$ cat src/hw/spkdg_defines.svh
`ifndef SPKDG_DEFINES_SVH
`define SPKDG_DEFINES_SVH

// ----------------------------------------------------------------
// register offsets
// ----------------------------------------------------------------
`define SPKDG_OFS_DSP_CFG      16'h2092
`define SPKDG_OFS_SPREAD       16'h2093
`define SPKDG_OFS_THRESH       16'h2094
`define SPKDG_OFS_HEADROOM     16'h2095
`define SPKDG_OFS_HOLD         16'h2096
`define SPKDG_OFS_DELAY        16'h2097
`define SPKDG_OFS_MODE         16'h2098
`define SPKDG_OFS_VBAT_LVL     16'h2099
`define SPKDG_OFS_FSW          16'h209a
`define SPKDG_OFS_WB_ONLY      16'h209b
`define SPKDG_OFS_EDGE1        16'h209c
`define SPKDG_OFS_EDGE2        16'h209d
`define SPKDG_OFS_CLIP         16'h209e
`define SPKDG_OFS_VOLUME       16'h2090

// ----------------------------------------------------------------
// reset values
// ----------------------------------------------------------------
`define SPKDG_RST_DSP_CFG      8'h23
`define SPKDG_RST_SPREAD       8'h08
`define SPKDG_RST_THRESH       8'h12
`define SPKDG_RST_HEADROOM     8'h17
`define SPKDG_RST_HOLD         8'h17
`define SPKDG_RST_DELAY        8'h00
`define SPKDG_RST_MODE         8'h00
`define SPKDG_RST_VBAT_LVL     8'h03
`define SPKDG_RST_FSW          8'h00
`define SPKDG_RST_WB_ONLY      8'h00
`define SPKDG_RST_EDGE1        8'h03
`define SPKDG_RST_EDGE2        8'hfc
`define SPKDG_RST_CLIP         8'h00
`define SPKDG_RST_VOLUME       8'h00

// ----------------------------------------------------------------
// field positions
// ----------------------------------------------------------------
`define SPKDG_BIT_DCBLK        0
`define SPKDG_BIT_DITHER       1
`define SPKDG_BIT_INVERT       2
`define SPKDG_BIT_RAMPUP_SKIP  3
`define SPKDG_BIT_RAMPDN_SKIP  4
`define SPKDG_BIT_PROTECT      5
`define SPKDG_BIT_WIDE_PASS    6
`define SPKDG_BIT_SPREAD_ON    3
`define SPKDG_BIT_FSW2X        2
`define SPKDG_BIT_SLEW         7

// ----------------------------------------------------------------
// decode limits and steps (millivolts for the voltage entries)
// ----------------------------------------------------------------
`define SPKDG_THR_TOP_MV       13'd3800
`define SPKDG_THR_STEP_MV      13'd100
`define SPKDG_HEAD_STEP_MV     13'd250
`define SPKDG_FLOOR_BASE_MV    13'd2500
`define SPKDG_FLOOR_STEP_MV    13'd100
`define SPKDG_FLOOR_MAX_CODE   3'h5
`define SPKDG_DELAY_MAX        6'h20
`define SPKDG_VOL_RSV_LO       8'hb5
`define SPKDG_VOL_MUTE         8'hff
`define SPKDG_CLIP_MAX_CODE    4'ha
`define SPKDG_RSV_2BIT         2'h3
`define SPKDG_PROTECT_SHIFT    3
`define SPKDG_VOL_PER_6DB      8'd12
`define SPKDG_CLK_MHZ          10
`define SPKDG_DC_SHIFT         8

`endif

$ cat src/hw/spkdg_pkg.sv
`default_nettype none
package spkdg_pkg;

   // configuration seen by the analog and filter blocks
   typedef struct packed {
      logic       wide_passband_on;
      logic       spread_clock_on;
      logic [1:0] spread_index;
      logic       double_switch_rate;
      logic       ultrasound_only_on;
      logic       turnoff_slew_on;
      logic [3:0] battery_high_side_edge;
      logic [3:0] low_side_edge;
      logic [3:0] high_rail_edge;
      logic [3:0] clip_boost;
   } spkdg_ctrl_type;

   typedef enum logic [1:0] {
      SUP_PVDD,
      SUP_HOLD,
      SUP_VBAT
   } spkdg_sup_type;

endpackage
`default_nettype wire

$ cat src/hw/spkdg_top.sv
`include "spkdg_defines.svh"
`default_nettype none
module spkdg_top #(
   parameter int AW         = 24,
   parameter int HOLD_SHIFT = 0,
   parameter int DLY_DEPTH  = 33
) (
   input  wire logic                    CLK_SYS,
   input  wire logic                    RESET_N,
   input  wire logic [15:0]             REG_ADDR,
   input  wire logic                    REG_WR,
   input  wire logic                    REG_RD,
   input  wire logic [7:0]              REG_WDATA,
   output logic      [7:0]              REG_RDATA,
   output logic                         REG_RVALID,
   input  wire logic                    AMP_ENABLE,
   input  wire logic                    SAMPLE_STROBE,
   input  wire logic signed [AW-1:0]    PCM_SAMPLE,
   input  wire logic signed [AW-1:0]    WIDEBAND_SAMPLE,
   input  wire logic [12:0]             PEAK_MV,
   input  wire logic [12:0]             VBAT_MV,
   output logic signed [AW-1:0]         AUDIO_OUT,
   output logic                         AUDIO_OUT_VALID,
   output logic                         SUPPLY_VBAT,
   output spkdg_pkg::spkdg_ctrl_type    AMP_CTRL
);

   // ----------------------------------------------------------------
   // register storage
   // ----------------------------------------------------------------
   logic [7:0] dsp_r, spread_r, thr_r, head_r, hold_r, dly_r, mode_r;
   logic [7:0] vlvl_r, fsw_r, wb_r, edge1_r, edge2_r, clip_r, vol_r;
   logic [7:0] rdata_r;
   logic       rvalid_r;

   // write decode per register
   wire wr_dsp   = REG_WR && (REG_ADDR == `SPKDG_OFS_DSP_CFG);
   wire wr_spr   = REG_WR && (REG_ADDR == `SPKDG_OFS_SPREAD);
   wire wr_thr   = REG_WR && (REG_ADDR == `SPKDG_OFS_THRESH);
   wire wr_head  = REG_WR && (REG_ADDR == `SPKDG_OFS_HEADROOM);
   wire wr_hold  = REG_WR && (REG_ADDR == `SPKDG_OFS_HOLD);
   wire wr_dly   = REG_WR && (REG_ADDR == `SPKDG_OFS_DELAY);
   wire wr_mode  = REG_WR && (REG_ADDR == `SPKDG_OFS_MODE);
   wire wr_vlvl  = REG_WR && (REG_ADDR == `SPKDG_OFS_VBAT_LVL);
   wire wr_fsw   = REG_WR && (REG_ADDR == `SPKDG_OFS_FSW);
   wire wr_wb    = REG_WR && (REG_ADDR == `SPKDG_OFS_WB_ONLY);
   wire wr_edge1 = REG_WR && (REG_ADDR == `SPKDG_OFS_EDGE1);
   wire wr_edge2 = REG_WR && (REG_ADDR == `SPKDG_OFS_EDGE2);
   wire wr_clip  = REG_WR && (REG_ADDR == `SPKDG_OFS_CLIP);
   wire wr_vol   = REG_WR && (REG_ADDR == `SPKDG_OFS_VOLUME);

   // reserved-code screens: a rejected field keeps its old value
   wire sel_ok   = (REG_WDATA[5:4] != `SPKDG_RSV_2BIT);
   wire mode_ok  = (REG_WDATA[1:0] != `SPKDG_RSV_2BIT);
   wire vlvl_ok  = (REG_WDATA[2:0] <= `SPKDG_FLOOR_MAX_CODE);
   wire dly_ok   = (REG_WDATA[5:0] <= `SPKDG_DELAY_MAX);
   wire clip_ok  = (REG_WDATA[3:0] <= `SPKDG_CLIP_MAX_CODE);
   wire vol_ok   = (REG_WDATA < `SPKDG_VOL_RSV_LO) || (REG_WDATA == `SPKDG_VOL_MUTE);
   wire [1:0] head_sel_nxt = sel_ok ? REG_WDATA[5:4] : head_r[5:4];

   // register writes; unused bits are stored as zero
   always_ff @(posedge CLK_SYS) begin
      if (!RESET_N) begin
         dsp_r    <= `SPKDG_RST_DSP_CFG;
         spread_r <= `SPKDG_RST_SPREAD;
         thr_r    <= `SPKDG_RST_THRESH;
         head_r   <= `SPKDG_RST_HEADROOM;
         hold_r   <= `SPKDG_RST_HOLD;
         dly_r    <= `SPKDG_RST_DELAY;
         mode_r   <= `SPKDG_RST_MODE;
         vlvl_r   <= `SPKDG_RST_VBAT_LVL;
         fsw_r    <= `SPKDG_RST_FSW;
         wb_r     <= `SPKDG_RST_WB_ONLY;
         edge1_r  <= `SPKDG_RST_EDGE1;
         edge2_r  <= `SPKDG_RST_EDGE2;
         clip_r   <= `SPKDG_RST_CLIP;
         vol_r    <= `SPKDG_RST_VOLUME;
      end else begin
         if (wr_dsp)   dsp_r    <= {1'b0, REG_WDATA[6:0]};
         if (wr_spr)   spread_r <= {4'h0, REG_WDATA[3], 1'b0, REG_WDATA[1:0]};
         if (wr_thr)   thr_r    <= {3'h0, REG_WDATA[4:0]};
         if (wr_head)  head_r   <= {2'h0, head_sel_nxt, REG_WDATA[3:0]};
         if (wr_hold)  hold_r   <= {1'b0, REG_WDATA[6:0]};
         if (wr_dly && dly_ok)   dly_r  <= {2'h0, REG_WDATA[5:0]};
         if (wr_mode && mode_ok) mode_r <= {6'h00, REG_WDATA[1:0]};
         if (wr_vlvl && vlvl_ok) vlvl_r <= {5'h00, REG_WDATA[2:0]};
         if (wr_fsw)   fsw_r    <= {5'h00, REG_WDATA[2], 2'h0};
         if (wr_wb)    wb_r     <= {7'h00, REG_WDATA[0]};
         if (wr_edge1) edge1_r  <= {REG_WDATA[7], 3'h0, REG_WDATA[3:0]};
         if (wr_edge2) edge2_r  <= REG_WDATA;
         if (wr_clip && clip_ok) clip_r <= {4'h0, REG_WDATA[3:0]};
         if (wr_vol && vol_ok)   vol_r  <= REG_WDATA;
      end
   end

   // ----------------------------------------------------------------
   // read back
   // ----------------------------------------------------------------
   logic [7:0] rd_mux;
   always_comb begin
      case (REG_ADDR)
         `SPKDG_OFS_DSP_CFG:  rd_mux = dsp_r;
         `SPKDG_OFS_SPREAD:   rd_mux = spread_r;
         `SPKDG_OFS_THRESH:   rd_mux = thr_r;
         `SPKDG_OFS_HEADROOM: rd_mux = head_r;
         `SPKDG_OFS_HOLD:     rd_mux = hold_r;
         `SPKDG_OFS_DELAY:    rd_mux = dly_r;
         `SPKDG_OFS_MODE:     rd_mux = mode_r;
         `SPKDG_OFS_VBAT_LVL: rd_mux = vlvl_r;
         `SPKDG_OFS_FSW:      rd_mux = fsw_r;
         `SPKDG_OFS_WB_ONLY:  rd_mux = wb_r;
         `SPKDG_OFS_EDGE1:    rd_mux = edge1_r;
         `SPKDG_OFS_EDGE2:    rd_mux = edge2_r;
         `SPKDG_OFS_CLIP:     rd_mux = clip_r;
         `SPKDG_OFS_VOLUME:   rd_mux = vol_r;
         default:             rd_mux = 8'h00;
      endcase
   end

   // read data registered one cycle after the strobe
   always_ff @(posedge CLK_SYS) begin
      if (!RESET_N) begin
         rdata_r  <= 8'h00;
         rvalid_r <= 1'b0;
      end else begin
         rvalid_r <= REG_RD;
         if (REG_RD) rdata_r <= rd_mux;
      end
   end

   // ----------------------------------------------------------------
   // field views
   // ----------------------------------------------------------------
   wire       protect_on   = dsp_r[`SPKDG_BIT_PROTECT];
   wire       rampdn_skip  = dsp_r[`SPKDG_BIT_RAMPDN_SKIP];
   wire       rampup_skip  = dsp_r[`SPKDG_BIT_RAMPUP_SKIP];
   wire       polarity_flip = dsp_r[`SPKDG_BIT_INVERT];
   wire       dither_on    = dsp_r[`SPKDG_BIT_DITHER];
   wire       dc_block_on  = dsp_r[`SPKDG_BIT_DCBLK];
   wire [1:0] method_sel   = head_r[5:4];
   wire [1:0] supply_mode  = mode_r[1:0];
   wire       ultra_only   = wb_r[0];

   // ----------------------------------------------------------------
   // volume ramp: one 0.5dB code per sample
   // ----------------------------------------------------------------
   logic [7:0] vol_cur_r, vol_cur_nxt;
   wire  [7:0] vol_goal = AMP_ENABLE ? vol_r : `SPKDG_VOL_MUTE;
   wire        going_dn = (vol_goal > vol_cur_r);
   wire        going_up = (vol_goal < vol_cur_r);

   always_comb begin
      vol_cur_nxt = vol_cur_r;
      if (SAMPLE_STROBE) begin
         if (going_dn) vol_cur_nxt = rampdn_skip ? vol_goal : vol_cur_r + 8'h01;
         if (going_up) vol_cur_nxt = rampup_skip ? vol_goal : vol_cur_r - 8'h01;
      end
   end

   // starts muted so the first enable ramps up
   always_ff @(posedge CLK_SYS) begin
      if (!RESET_N) vol_cur_r <= `SPKDG_VOL_MUTE;
      else          vol_cur_r <= vol_cur_nxt;
   end

   // ----------------------------------------------------------------
   // sample path
   // ----------------------------------------------------------------
   logic signed [AW-1:0] dc_avg_r;
   logic [15:0]          lfsr_r;
   logic signed [AW-1:0] dly_mem [DLY_DEPTH];
   logic signed [AW-1:0] out_r;
   logic                 out_vld_r;

   wire signed [AW-1:0] src = ultra_only ? WIDEBAND_SAMPLE : PCM_SAMPLE;
   wire signed [AW:0]   dc_diff = {src[AW-1], src} - {dc_avg_r[AW-1], dc_avg_r};
   wire signed [AW-1:0] after_dc = dc_block_on ? dc_diff[AW-1:0] : src;
   wire signed [AW:0]   avg_step = dc_diff >>> `SPKDG_DC_SHIFT;
   wire signed [AW:0]   avg_sum  = {dc_avg_r[AW-1], dc_avg_r} + avg_step;
   // coarse attenuation: 6dB per twelve codes, all codes inside one group of twelve give the same shift
   wire [7:0]           att_shift = vol_cur_r / `SPKDG_VOL_PER_6DB;
   wire                 muted = (vol_cur_r == `SPKDG_VOL_MUTE);
   logic signed [AW-1:0] gained;

   always_comb begin
      if (protect_on)
         gained = after_dc >>> `SPKDG_PROTECT_SHIFT;
      else if (muted)
         gained = '0;
      else
         gained = after_dc >>> att_shift;
   end

   wire signed [AW-1:0] dithered = gained + (dither_on ? AW'(lfsr_r[0]) : AW'(0));
   wire signed [AW-1:0] polar = polarity_flip ? -dithered : dithered;
   wire [5:0]           dly_n = (supply_mode == 2'h0) ? dly_r[5:0] : 6'h00;
   wire signed [AW-1:0] delayed = (dly_n == 6'h00) ? polar : dly_mem[dly_n - 6'h01];

   // sample pipeline; a stopped strobe freezes all filter state
   always_ff @(posedge CLK_SYS) begin
      if (!RESET_N) begin
         dc_avg_r  <= '0;
         lfsr_r    <= 16'hace1;
         out_r     <= '0;
         out_vld_r <= 1'b0;
      end else begin
         out_vld_r <= SAMPLE_STROBE;
         if (SAMPLE_STROBE) begin
            dc_avg_r <= avg_sum[AW-1:0];
            lfsr_r   <= {lfsr_r[14:0], lfsr_r[15] ^ lfsr_r[13] ^ lfsr_r[12] ^ lfsr_r[10]};
            out_r    <= delayed;
         end
      end
   end

   // delay line, shifted once per sample
   always_ff @(posedge CLK_SYS) begin
      if (SAMPLE_STROBE) begin
         dly_mem[0] <= polar;
         for (int i = 1; i < DLY_DEPTH; i++) dly_mem[i] <= dly_mem[i-1];
      end
   end

   // ----------------------------------------------------------------
   // class-DG supply selection
   // ----------------------------------------------------------------
   // threshold decode: fixed level, VBAT less headroom, or the lower of the two
   wire [12:0] thr_mv   = `SPKDG_THR_TOP_MV - (`SPKDG_THR_STEP_MV * {8'h00, thr_r[4:0]});
   wire [12:0] head_mv  = `SPKDG_HEAD_STEP_MV * {9'h000, head_r[3:0]};
   wire [12:0] head_lvl = (VBAT_MV > head_mv) ? VBAT_MV - head_mv : 13'h0000;
   logic [12:0] dg_lvl;

   always_comb begin
      case (method_sel)
         2'h0:    dg_lvl = thr_mv;
         2'h1:    dg_lvl = head_lvl;
         2'h2:    dg_lvl = (thr_mv < head_lvl) ? thr_mv : head_lvl;
         default: dg_lvl = thr_mv;
      endcase
   end

   // hysteresis as a Q8 fraction of VBAT
   logic [8:0] hyst_q8;
   always_comb begin
      case (hold_r[6:4])
         3'h0:    hyst_q8 = 9'h0f2;
         3'h1:    hyst_q8 = 9'h0e4;
         3'h2:    hyst_q8 = 9'h0d7;
         3'h3:    hyst_q8 = 9'h0cb;
         3'h4:    hyst_q8 = 9'h0c0;
         3'h5:    hyst_q8 = 9'h0b5;
         3'h6:    hyst_q8 = 9'h0a2;
         default: hyst_q8 = 9'h090;
      endcase
   end
   wire [21:0] vbat_scaled = VBAT_MV * hyst_q8;
   wire        below_hyst  = ({1'b0, PEAK_MV, 8'h00} < {1'b0, vbat_scaled});
   wire        below_dg    = (PEAK_MV < dg_lvl);
   wire [12:0] floor_mv    = `SPKDG_FLOOR_BASE_MV + (`SPKDG_FLOOR_STEP_MV * {10'h000, vlvl_r[2:0]});
   wire        vbat_low    = (VBAT_MV < floor_mv);

   // hold time in microseconds, turned into cycles
   logic [19:0] hold_us;
   always_comb begin
      case (hold_r[3:0])
         4'h0:    hold_us = 20'd150;
         4'h1:    hold_us = 20'd250;
         4'h2:    hold_us = 20'd500;
         4'h3:    hold_us = 20'd1000;
         4'h4:    hold_us = 20'd2500;
         4'h5:    hold_us = 20'd5000;
         4'h6:    hold_us = 20'd10000;
         4'h7:    hold_us = 20'd20000;
         4'h8:    hold_us = 20'd30000;
         4'h9:    hold_us = 20'd40000;
         4'ha:    hold_us = 20'd50000;
         4'hb:    hold_us = 20'd125000;
         4'hc:    hold_us = 20'd250000;
         4'hd:    hold_us = 20'd500000;
         4'he:    hold_us = 20'd750000;
         default: hold_us = 20'd1000000;
      endcase
   end
   wire [27:0] hold_full   = {8'h00, hold_us} * 28'(`SPKDG_CLK_MHZ);
   wire [27:0] hold_cycles = hold_full >> HOLD_SHIFT;

   spkdg_pkg::spkdg_sup_type sup_r, sup_nxt;
   logic [27:0]              hold_cnt_r, hold_cnt_nxt;
   wire                      low_ok = below_dg && below_hyst && !vbat_low;

   always_comb begin
      sup_nxt      = sup_r;
      hold_cnt_nxt = '0;
      case (sup_r)
         spkdg_pkg::SUP_PVDD: begin
            if (low_ok) sup_nxt = spkdg_pkg::SUP_HOLD;
         end
         spkdg_pkg::SUP_HOLD: begin
            hold_cnt_nxt = hold_cnt_r + 28'h0000001;
            if (!low_ok) sup_nxt = spkdg_pkg::SUP_PVDD;
            else if (hold_cnt_r >= hold_cycles) sup_nxt = spkdg_pkg::SUP_VBAT;
         end
         spkdg_pkg::SUP_VBAT: begin
            if (!below_dg || vbat_low) sup_nxt = spkdg_pkg::SUP_PVDD;
         end
         default: sup_nxt = spkdg_pkg::SUP_PVDD;
      endcase
      if (supply_mode != 2'h0) begin
         sup_nxt      = spkdg_pkg::SUP_PVDD;
         hold_cnt_nxt = '0;
      end
   end

   wire use_vbat = (supply_mode == 2'h0) ? (sup_nxt == spkdg_pkg::SUP_VBAT) :
                   (supply_mode == 2'h2) ? (!vbat_low && below_hyst) : 1'b0;
   logic supply_vbat_r;

   always_ff @(posedge CLK_SYS) begin
      if (!RESET_N) begin
         sup_r         <= spkdg_pkg::SUP_PVDD;
         hold_cnt_r    <= '0;
         supply_vbat_r <= 1'b0;
      end else begin
         sup_r         <= sup_nxt;
         hold_cnt_r    <= hold_cnt_nxt;
         supply_vbat_r <= use_vbat;
      end
   end

   // ----------------------------------------------------------------
   // outputs
   // ----------------------------------------------------------------
   assign REG_RDATA       = rdata_r;
   assign REG_RVALID      = rvalid_r;
   assign AUDIO_OUT       = out_r;
   assign AUDIO_OUT_VALID = out_vld_r;
   assign SUPPLY_VBAT     = supply_vbat_r;

   // control fields straight from the register flops
   always_comb begin
      AMP_CTRL.wide_passband_on       = dsp_r[`SPKDG_BIT_WIDE_PASS];
      AMP_CTRL.spread_clock_on        = spread_r[`SPKDG_BIT_SPREAD_ON];
      AMP_CTRL.spread_index           = spread_r[1:0];
      AMP_CTRL.double_switch_rate     = fsw_r[`SPKDG_BIT_FSW2X];
      AMP_CTRL.ultrasound_only_on     = ultra_only;
      AMP_CTRL.turnoff_slew_on        = edge1_r[`SPKDG_BIT_SLEW];
      AMP_CTRL.battery_high_side_edge = edge1_r[3:0];
      AMP_CTRL.low_side_edge          = edge2_r[7:4];
      AMP_CTRL.high_rail_edge         = edge2_r[3:0];
      // clip gain code to the clipper
      AMP_CTRL.clip_boost             = clip_r[3:0];
   end

endmodule
`default_nettype wire

$ cat config.mk
export PLATFORM = sky130hd
export DESIGN_NAME = spkdg_top
export DESIGN_NICKNAME = d
export VERILOG_FILES = /design/src/hw/spkdg_pkg.sv /design/src/hw/spkdg_top.sv
export VERILOG_INCLUDE_DIRS = /design/src /design/src/hw
export SDC_FILE = /design/constraint.sdc
export NUM_CORES = 2
export LEC_CHECK = 0
export BUFFER_PORTS_ARGS = -buffer_cell sky130_fd_sc_hd__buf_2
export CAP_MARGIN = 10
export CORE_AREA = 2 2 398 400
export DETAILED_ROUTE_END_ITERATION = 10
export DIE_AREA = 0 0 400 402
export PLACE_DENSITY = 0.6
export SYNTH_ARGS = -nofsm -noshare
export SYNTH_HDL_FRONTEND = slang
export SYNTH_SLANG_ARGS = --single-unit
export TNS_END_PERCENT = 50
$ cat constraint.sdc
create_clock -name CLK_SYS -period 7.6 [get_ports CLK_SYS]
set_input_delay 0.38 -clock CLK_SYS [delete_from_list [all_inputs] [get_ports CLK_SYS]]
set_output_delay 0.38 -clock CLK_SYS [all_outputs]
set_load 0.01 [all_outputs]
# Yosys cells after proc, flatten, opt, wreduce, memory -nomap -nowiden
# Memories as Yosys holds them, arrays and structs flattened. A register that Yosys moved wholly into a read port is not among the register bits.
# Cells that the tools add are included.
# totals
out_inout_bits,58
elab_cells,157
mem_bits_rw,792
mem_count,2
romBits,304
register_bits,179
# mem_list
name,words,word_bits,read_ports,rd_ports_with_merged_regs,wr,line_no,rtl
dly_mem,33,24,33,0,33,spkdg_top.sv:171,logic signed [AW-1:0] dly_mem [DLY_DEPTH];
(no name shown),16,19,1,1,0,spkdg_top.sv:265,case (hold_r[3:0])
# classes
shift,1
n_reduce_logical,35
n_div,1
order_cmp,12
n_bitwise,5
mul,5
n_mux,30
n_eq_ne,30
addsub,11
# op_table
operator,n
"equality test 16 x 14 -> 1 bit, second input constant",14
2-to-1 mux 24 bit,6
case mux 8 bit (14 select lines),1
case mux 7 bit (7 select lines),1
2-to-1 mux 8 bit,5
< comparator 13 bit,3
"adder 28 x 1 -> 28 bit, second input constant",1
>= comparator 28 x 24 -> 1 bit,1
2-to-1 mux 13 bit,2
case mux 13 bit (2 select lines),1
subtractor 24 x 24 -> 25 bit,1
adder 24 x 1 -> 24 bit,1
adder 24 x 17 -> 24 bit,1
negation 24 bit,1
>>> shifter 24 x 8 -> 24 bit,1
"multiplier 20 x 3 -> 23 bit, second input constant",1
logical AND 1 bit,22
< comparator 21 x 22 -> 1 bit,1
multiplier 13 x 9 -> 22 bit,1
"equality test 8 bit, second input constant",2
"adder 12 x 10 -> 13 bit, first input constant",1
greater-than comparator 13 x 12 -> 1 bit,1
"subtractor 12 x 12 -> 13 bit, first input constant",1
subtractor 13 x 12 -> 13 bit,1
34 further kinds,59

# Longest topological paths before layout
# depth
ltp_word,14
depth_mapped,45
ltp_nobuf,43

# Worst setup path after synthesis
# Ideal clock, no wire load.
# synth_timing
path_type,register to register
from,register head_r[2]
to,register sup_r[0]
period_less_slack_ns,7.599
n_path_buf,2
setup_slack_ns,0.001
t_arrival_ns,7.503
path_stages_with_launch,44
path_cell_list,dfxtp_1 > fa_1 > inv_1 > fa_1 > inv_1 > ha_1 > a21oi_1 > o21bai_1 > a21oi_1 > o21ai_0 > a21oi_1 > xor2_1 > ha_1 > nand3_1 > o32a_1 > or2_2 > clkbuf_1 > nand2_1 > (+8 left out) > nand2b_1 > a21oi_1 > nor3b_1 > a221oi_1 > clkbuf_1 > nor2_1 > a21oi_1 > ha_1 > a21o_1 > a21oi_1 > nor2b_1 > o21ai_0 > nand2b_1 > a21oi_1 > nor2_1 > nor3_1 > o31ai_1 > nor4b_1
# synth_via
elab_chain_len,12
# synth_rtl
item,line_no,rtl
start: declaration,spkdg_top.sv:31,"logic [7:0] dsp_r, spread_r, thr_r, head_r, hold_r, dly_r, mode_r;"
start signal: assignment,spkdg_top.sv:67,head_r <= `SPKDG_RST_HEADROOM;
start signal: assignment,spkdg_top.sv:82,"if (wr_head) head_r <= {2'h0, head_sel_nxt, REG_WDATA[3:0]};"
multiplier 7 x 4 -> 11 bit (no source line) *,-,
subtractor 13 x 12 -> 13 bit / greater-than comparator 13 x 12 -> 1 bit (equally long branches),spkdg_top.sv:230,wire [12:0] head_lvl = (VBAT_MV > head_mv) ? VBAT_MV - head_mv : 13'h0000;
2-to-1 mux 13 bit *,spkdg_top.sv:230,
< comparator 13 bit,spkdg_top.sv:237,2'h2: dg_lvl = (thr_mv < head_lvl) ? thr_mv : head_lvl;
2-to-1 mux 13 bit,spkdg_top.sv:237,
case mux 13 bit (2 select lines) *,spkdg_top.sv:234,case (method_sel)
< comparator 13 bit *,spkdg_top.sv:258,wire below_dg = (PEAK_MV < dg_lvl);
zero test 1 bit / logical AND 1 bit (equally long branches),"spkdg_top.sv:304, spkdg_top.sv:289",
logical OR 1 bit / logical AND 1 bit (equally long branches),"spkdg_top.sv:304, spkdg_top.sv:289",
"2-to-1 mux 2 bit, on equally long branches","spkdg_top.sv:304, spkdg_top.sv:296, spkdg_top.sv:300",
case mux 2 bit (3 select lines) *,spkdg_top.sv:294,case (sup_r)
2-to-1 mux 2 bit *,spkdg_top.sv:308,if (supply_mode != 2'h0) begin
end signal: assignment,spkdg_top.sv:320,sup_r <= spkdg_pkg::SUP_PVDD;
end signal: assignment,spkdg_top.sv:324,sup_r <= sup_nxt;
end: declaration,spkdg_top.sv:287,"spkdg_pkg::spkdg_sup_type sup_r, sup_nxt;"
# Mark *: on every way between the ends. The rest lies on a longest branch, timed or not.
# A chain may end at the register's enable or synchronous reset.

# Worst setup path in the final report
# layout_timing
from,register wb_r[0]
to,register out_r[23] (netlist: AUDIO_OUT[23])
# layout_via
elab_chain_len,10
# layout_rtl
item,line_no,rtl
start: declaration,spkdg_top.sv:32,"logic [7:0] vlvl_r, fsw_r, wb_r, edge1_r, edge2_r, clip_r, vol_r;"
start signal: assignment,spkdg_top.sv:73,wb_r <= `SPKDG_RST_WB_ONLY;
start signal: assignment,spkdg_top.sv:88,"if (wr_wb) wb_r <= {7'h00, REG_WDATA[0]};"
2-to-1 mux 24 bit *,spkdg_top.sv:175,wire signed [AW-1:0] src = ultra_only ? WIDEBAND_SAMPLE : PCM_SAMPLE;
subtractor 24 x 24 -> 25 bit,spkdg_top.sv:176,"wire signed [AW:0] dc_diff = {src[AW-1], src} - {dc_avg_r[AW-1], dc_avg_r};"
2-to-1 mux 24 bit *,spkdg_top.sv:177,wire signed [AW-1:0] after_dc = dc_block_on ? dc_diff[AW-1:0] : src;
>>> shifter 24 x 8 -> 24 bit,spkdg_top.sv:191,gained = after_dc >>> att_shift;
2-to-1 mux 24 bit,spkdg_top.sv:188,else if (muted)
2-to-1 mux 24 bit *,spkdg_top.sv:186,if (protect_on)
adder 24 x 1 -> 24 bit *,spkdg_top.sv:194,wire signed [AW-1:0] dithered = gained + (dither_on ? AW'(lfsr_r[0]) : AW'(0));
negation 24 bit,spkdg_top.sv:195,wire signed [AW-1:0] polar = polarity_flip ? -dithered : dithered;
2-to-1 mux 24 bit *,spkdg_top.sv:195,
2-to-1 mux 24 bit *,spkdg_top.sv:197,wire signed [AW-1:0] delayed = (dly_n == 6'h00) ? polar : dly_mem[dly_n - 6'h01];
end signal: assignment,spkdg_top.sv:211,out_r <= delayed;
end: declaration,spkdg_top.sv:172,logic signed [AW-1:0] out_r;
# Marks and branches as above.

==> impl_metrics.tcl <==
set metrics [dict create \
    fp.coreArea_sq_um 157000 \
    synthCells 4066 \
    drv_cap 0 \
    cts_made_buffers 104 \
    drive_gt1_frac 0.177 \
    rr_endpoint "AUDIO_OUT[23]$_SDFFE_PN0P_" \
    avgSynthCellArea_sq_um 13.0 \
    cts_root_buf "clkbuf_16" \
    fin_util 0.381 \
    min_to "REG_RVALID$_SDFF_PN0_" \
    dp_hpwl_mm 85.3 \
    ys_warn_count 0 \
    setup_ws_ns 0.443 \
    grt_pass1_wl_mm 195 \
    hold_depth 2 \
    rows 146 \
    fin_crit_sh 0.942 \
    cts_max_level 3 \
    final_cell_mix "edfxtp_1, nand2_1, ha_1, mux4_2, inv_1" \
    synth_seq_area_share 0.525 \
    overflow 0 \
    finalClockSkew_ns 0.0369 \
    arrival_ns 7.76 \
    ctsLongestPathBuffers 3 \
    p_int_w 0.0111 \
    leakage_nw 21.9 \
    p_switching_w 0.00526 \
    ios 162 \
    finalCriticalPeriod_ns 7.16 \
    drc 0 \
    syn_to_final_growth_pct 13.0 \
    cp-end-kind "flop" \
    reg2reg_from "wb_r[0]$_SDFFE_PN0P_" \
    synth_nets 4514 \
    worst_slew_pin_slew_ns 1.14 \
    async_flop_share 0 \
    drt_iter0_drc 2746 \
    synth_top_cell_by_area "edfxtp_1" \
    gp_congestion 0.896 \
    initial_core_util 0.337 \
    syn_area_sq_um 52900 \
    worst_hold_slack_ns 0.122 \
    clock-sinks 990 \
    pre_cts_ws_ns -0.0571 \
    setup_viol 0 \
    wl_mm 124 \
    grt_pass1_vias 33600 \
    clkTransAtPathRegs_ns 0.06 \
    relSlewSlack 0.232 \
    drv_slew 0 \
    firstDrtPassIters 6 \
    hold_viol 0 \
    critPathRequiredTime_ns 8.20 \
    rsz0062_at_grt "no" \
    ys_types 116 \
    ys_seq_elements 990 \
    cts_tree "done" \
    p_comb_frac 0.287 \
    swShare 0.321 \
    reg2reg_slack_ns 0.44 \
    powerDensity_nw_per_um2 274 \
    vdd_drop_max_v 0.000173 \
    layout.nets 4668 \
    cp_max_fo 6 \
    synth-edff-count 792 \
    synth_ff_type "edfxtp_1" \
    grtUsageTotal 0.152 \
    wl_per_cell_um 19.5 \
    vias 33700 \
    fmax_mhz 140 \
    synth_area_leaders "edfxtp_1, mux4_2, dfxtp_1" \
    min_path_type "in -> reg" \
    port_buffers 161 \
    mostFrequentLayoutCell "edfxtp_1" \
    start_kind "flop" \
    clock_latency_ns 0.69 \
    sequentialPowerShare 0.406 \
    critPathKind "reg -> reg" \
    antenna_found_initial 5 \
    synth_top_area_share 0.450 \
    ant_nets 0 \
    r2r_cells 26 \
    routed_via_density 5.27 \
    clkPwrFrac 0.308 \
    critPathLaunch "wb_r[0]$_SDFFE_PN0P_" \
    grt_max_degree 186 \
    hp-start "REG_RD" \
    die_w_um 400 \
    die-area_sq_um 161000 \
    status "finished clean" \
    die_h_um 402 \
]
Yosys cell counts, types with 12 or more instances:
library cell	n
edfxtp_1	792
nand2_1	275
ha_1	266
mux4_2	242
a21oi_1	206
inv_1	205
nor2_1	203
dfxtp_1	198
clkbuf_1	145
o21ai_0	126
nand3_1	106
mux2i_1	98
xnor2_1	98
nor2b_1	86
and2_1	85
fa_1	78
xor2_1	60
nor3_1	49
nand2b_1	46
o21a_1	39
a21o_1	35
a211oi_1	34
nand4_1	33
a21boi_0	29
mux2_2	28
a31oi_1	25
buf_1	25
o22ai_1	24
a22oi_1	22
buf_2	22
o31ai_1	22
o211ai_1	20
o21bai_1	20
and3_1	19
o211a_1	19
or3_1	18
or2_2	15
a211o_1	13
a221oi_1	12
timing repair:
action | CTS | global route
gates resized for setup | 1 | 38
setup buffers | 1 | 2
hold buffers | 2 | 0
pin swaps | 1 | 11
endpoints found under the setup margin | 1 | 3
endpoints found under the hold margin | 3 | 0
per-stage QoR:
stage                     TNS (ns)  area (sq um)  cells  total power (W)
final                            0         59800   6384           0.0164
after global routing             0         59800   6384           0.0173
after CTS                        0         59600   6381           0.0165
after detailed placement   -0.0571         56200   6181           0.0114
after global placement           0         56200   6181           0.0113
after floorplan                  0         52900   4066          0.00992
cell families after synthesis:
| kind of cell | count (synthesis) | share of synthesized area |
|---|---|---|
| simple gates | 1010 | 0.0959 |
| flops | 990 | 0.525 |
| fa+ha+maj | 344 | 0.0925 |
| compound gates | 784 | 0.102 |
| xor+xnor | 158 | 0.0262 |
| mux | 371 | 0.128 |
| buf+inv | 409 | 0.0305 |
power by group through the flow:
| stage | combinational (W) | clock (W) | sequential [W] |
|---|---|---|---|
| 5_1_grt | 0.00518 | 0.00538 | 0.00669 |
| 6_report | 0.00469 | 0.00504 | 0.00664 |
| 3_3_place_gp | 0.00460 | 0 | 0.00673 |
| 2_1_floorplan | 0.00326 | 0 | 0.00665 |
| 3_5_place_dp | 0.00463 | 0 | 0.00675 |
| 4_1_cts | 0.00467 | 0.00518 | 0.00664 |
worst max path at each step:
stage / to / slack (ns) / cells after the start
after global routing: sup_r[0]$_SDFF_PN0_ / 0.00008 / 40
after detailed placement: sup_r[0]$_SDFF_PN0_ / -0.06 / 41
after CTS: sup_r[0]$_SDFF_PN0_ / 0.02 / 40
final: AUDIO_OUT[23]$_SDFFE_PN0P_ / 0.44 / 26
after global placement: sup_r[0]$_SDFF_PN0_ / 0.03 / 43
after floorplan: sup_r[0]$_SDFF_PN0_ / 0.0007 / 43
registers in the layout (all words and copies together), names as in the netlist, 4 cells and up:
| signal | count |
|---|---|
| dsp_r | 7 |
| REG_RDATA | 8 |
| clip_r | 4 |
| dc_avg_r | 24 |
| edge1_r | 5 |
| hold_cnt_r | 28 |
| AUDIO_OUT | 24 |
| hold_r | 7 |
| hold_us | 19 |
| edge2_r | 8 |
| head_r | 6 |
| dly_mem | 792 |
| vol_cur_r | 8 |
| vol_r | 8 |
| dly_r | 6 |
| thr_r | 5 |
| lfsr_r | 16 |
layout make-up:
cell class                      instances  area (sq um)
Multi-Input combinational cell       2667         23700
Sequential cell                       990         27800
Clock inverter                         42           428
Antenna cell                            1          2.50
Clock buffer                          155          2990
Tap cell                             2072          2590
Inverter                              208           783
Fill cell                           14900         97300
Timing Repair Buffer                  249          1540
worst max-delay path: stages, from the launching register on:
cell	delay, ns
dfxtp_2	0.44
mux2i_1	0.50
ha_1	0.26
inv_1	0.06
fa_1	0.43
a211oi_2	0.26
o21a_2	0.25
o2bb2ai_2	0.10
o311a_1	0.41
a221oi_2	0.34
nor2_1	0.07
a2111o_1	0.41
o221ai_1	0.15
nor3_1	0.10
o31ai_1	0.25
ha_1	0.23
ha_1	0.25
o221ai_2	0.19
a211oi_4	0.31
nand4_4	0.16
or3_4	0.36
a222oi_1	0.35
buf_4	0.20
and3_1	0.23
nand3_2	0.12
or4_4	0.49
a41oi_2	0.18
routing by layer:
metal / up-vias / global-route usage / part of all wire
li1: 15800 / - / -
met1: 16900 / 0.220 / 0.46
met2: 861 / 0.230 / 0.45
met3: 184 / 0.0298 / 0.059
met4: 4 / 0.0476 / 0.029
met5: - / 0 / 0.00021
No activity file was read; power rests on OpenSTA's default activity.
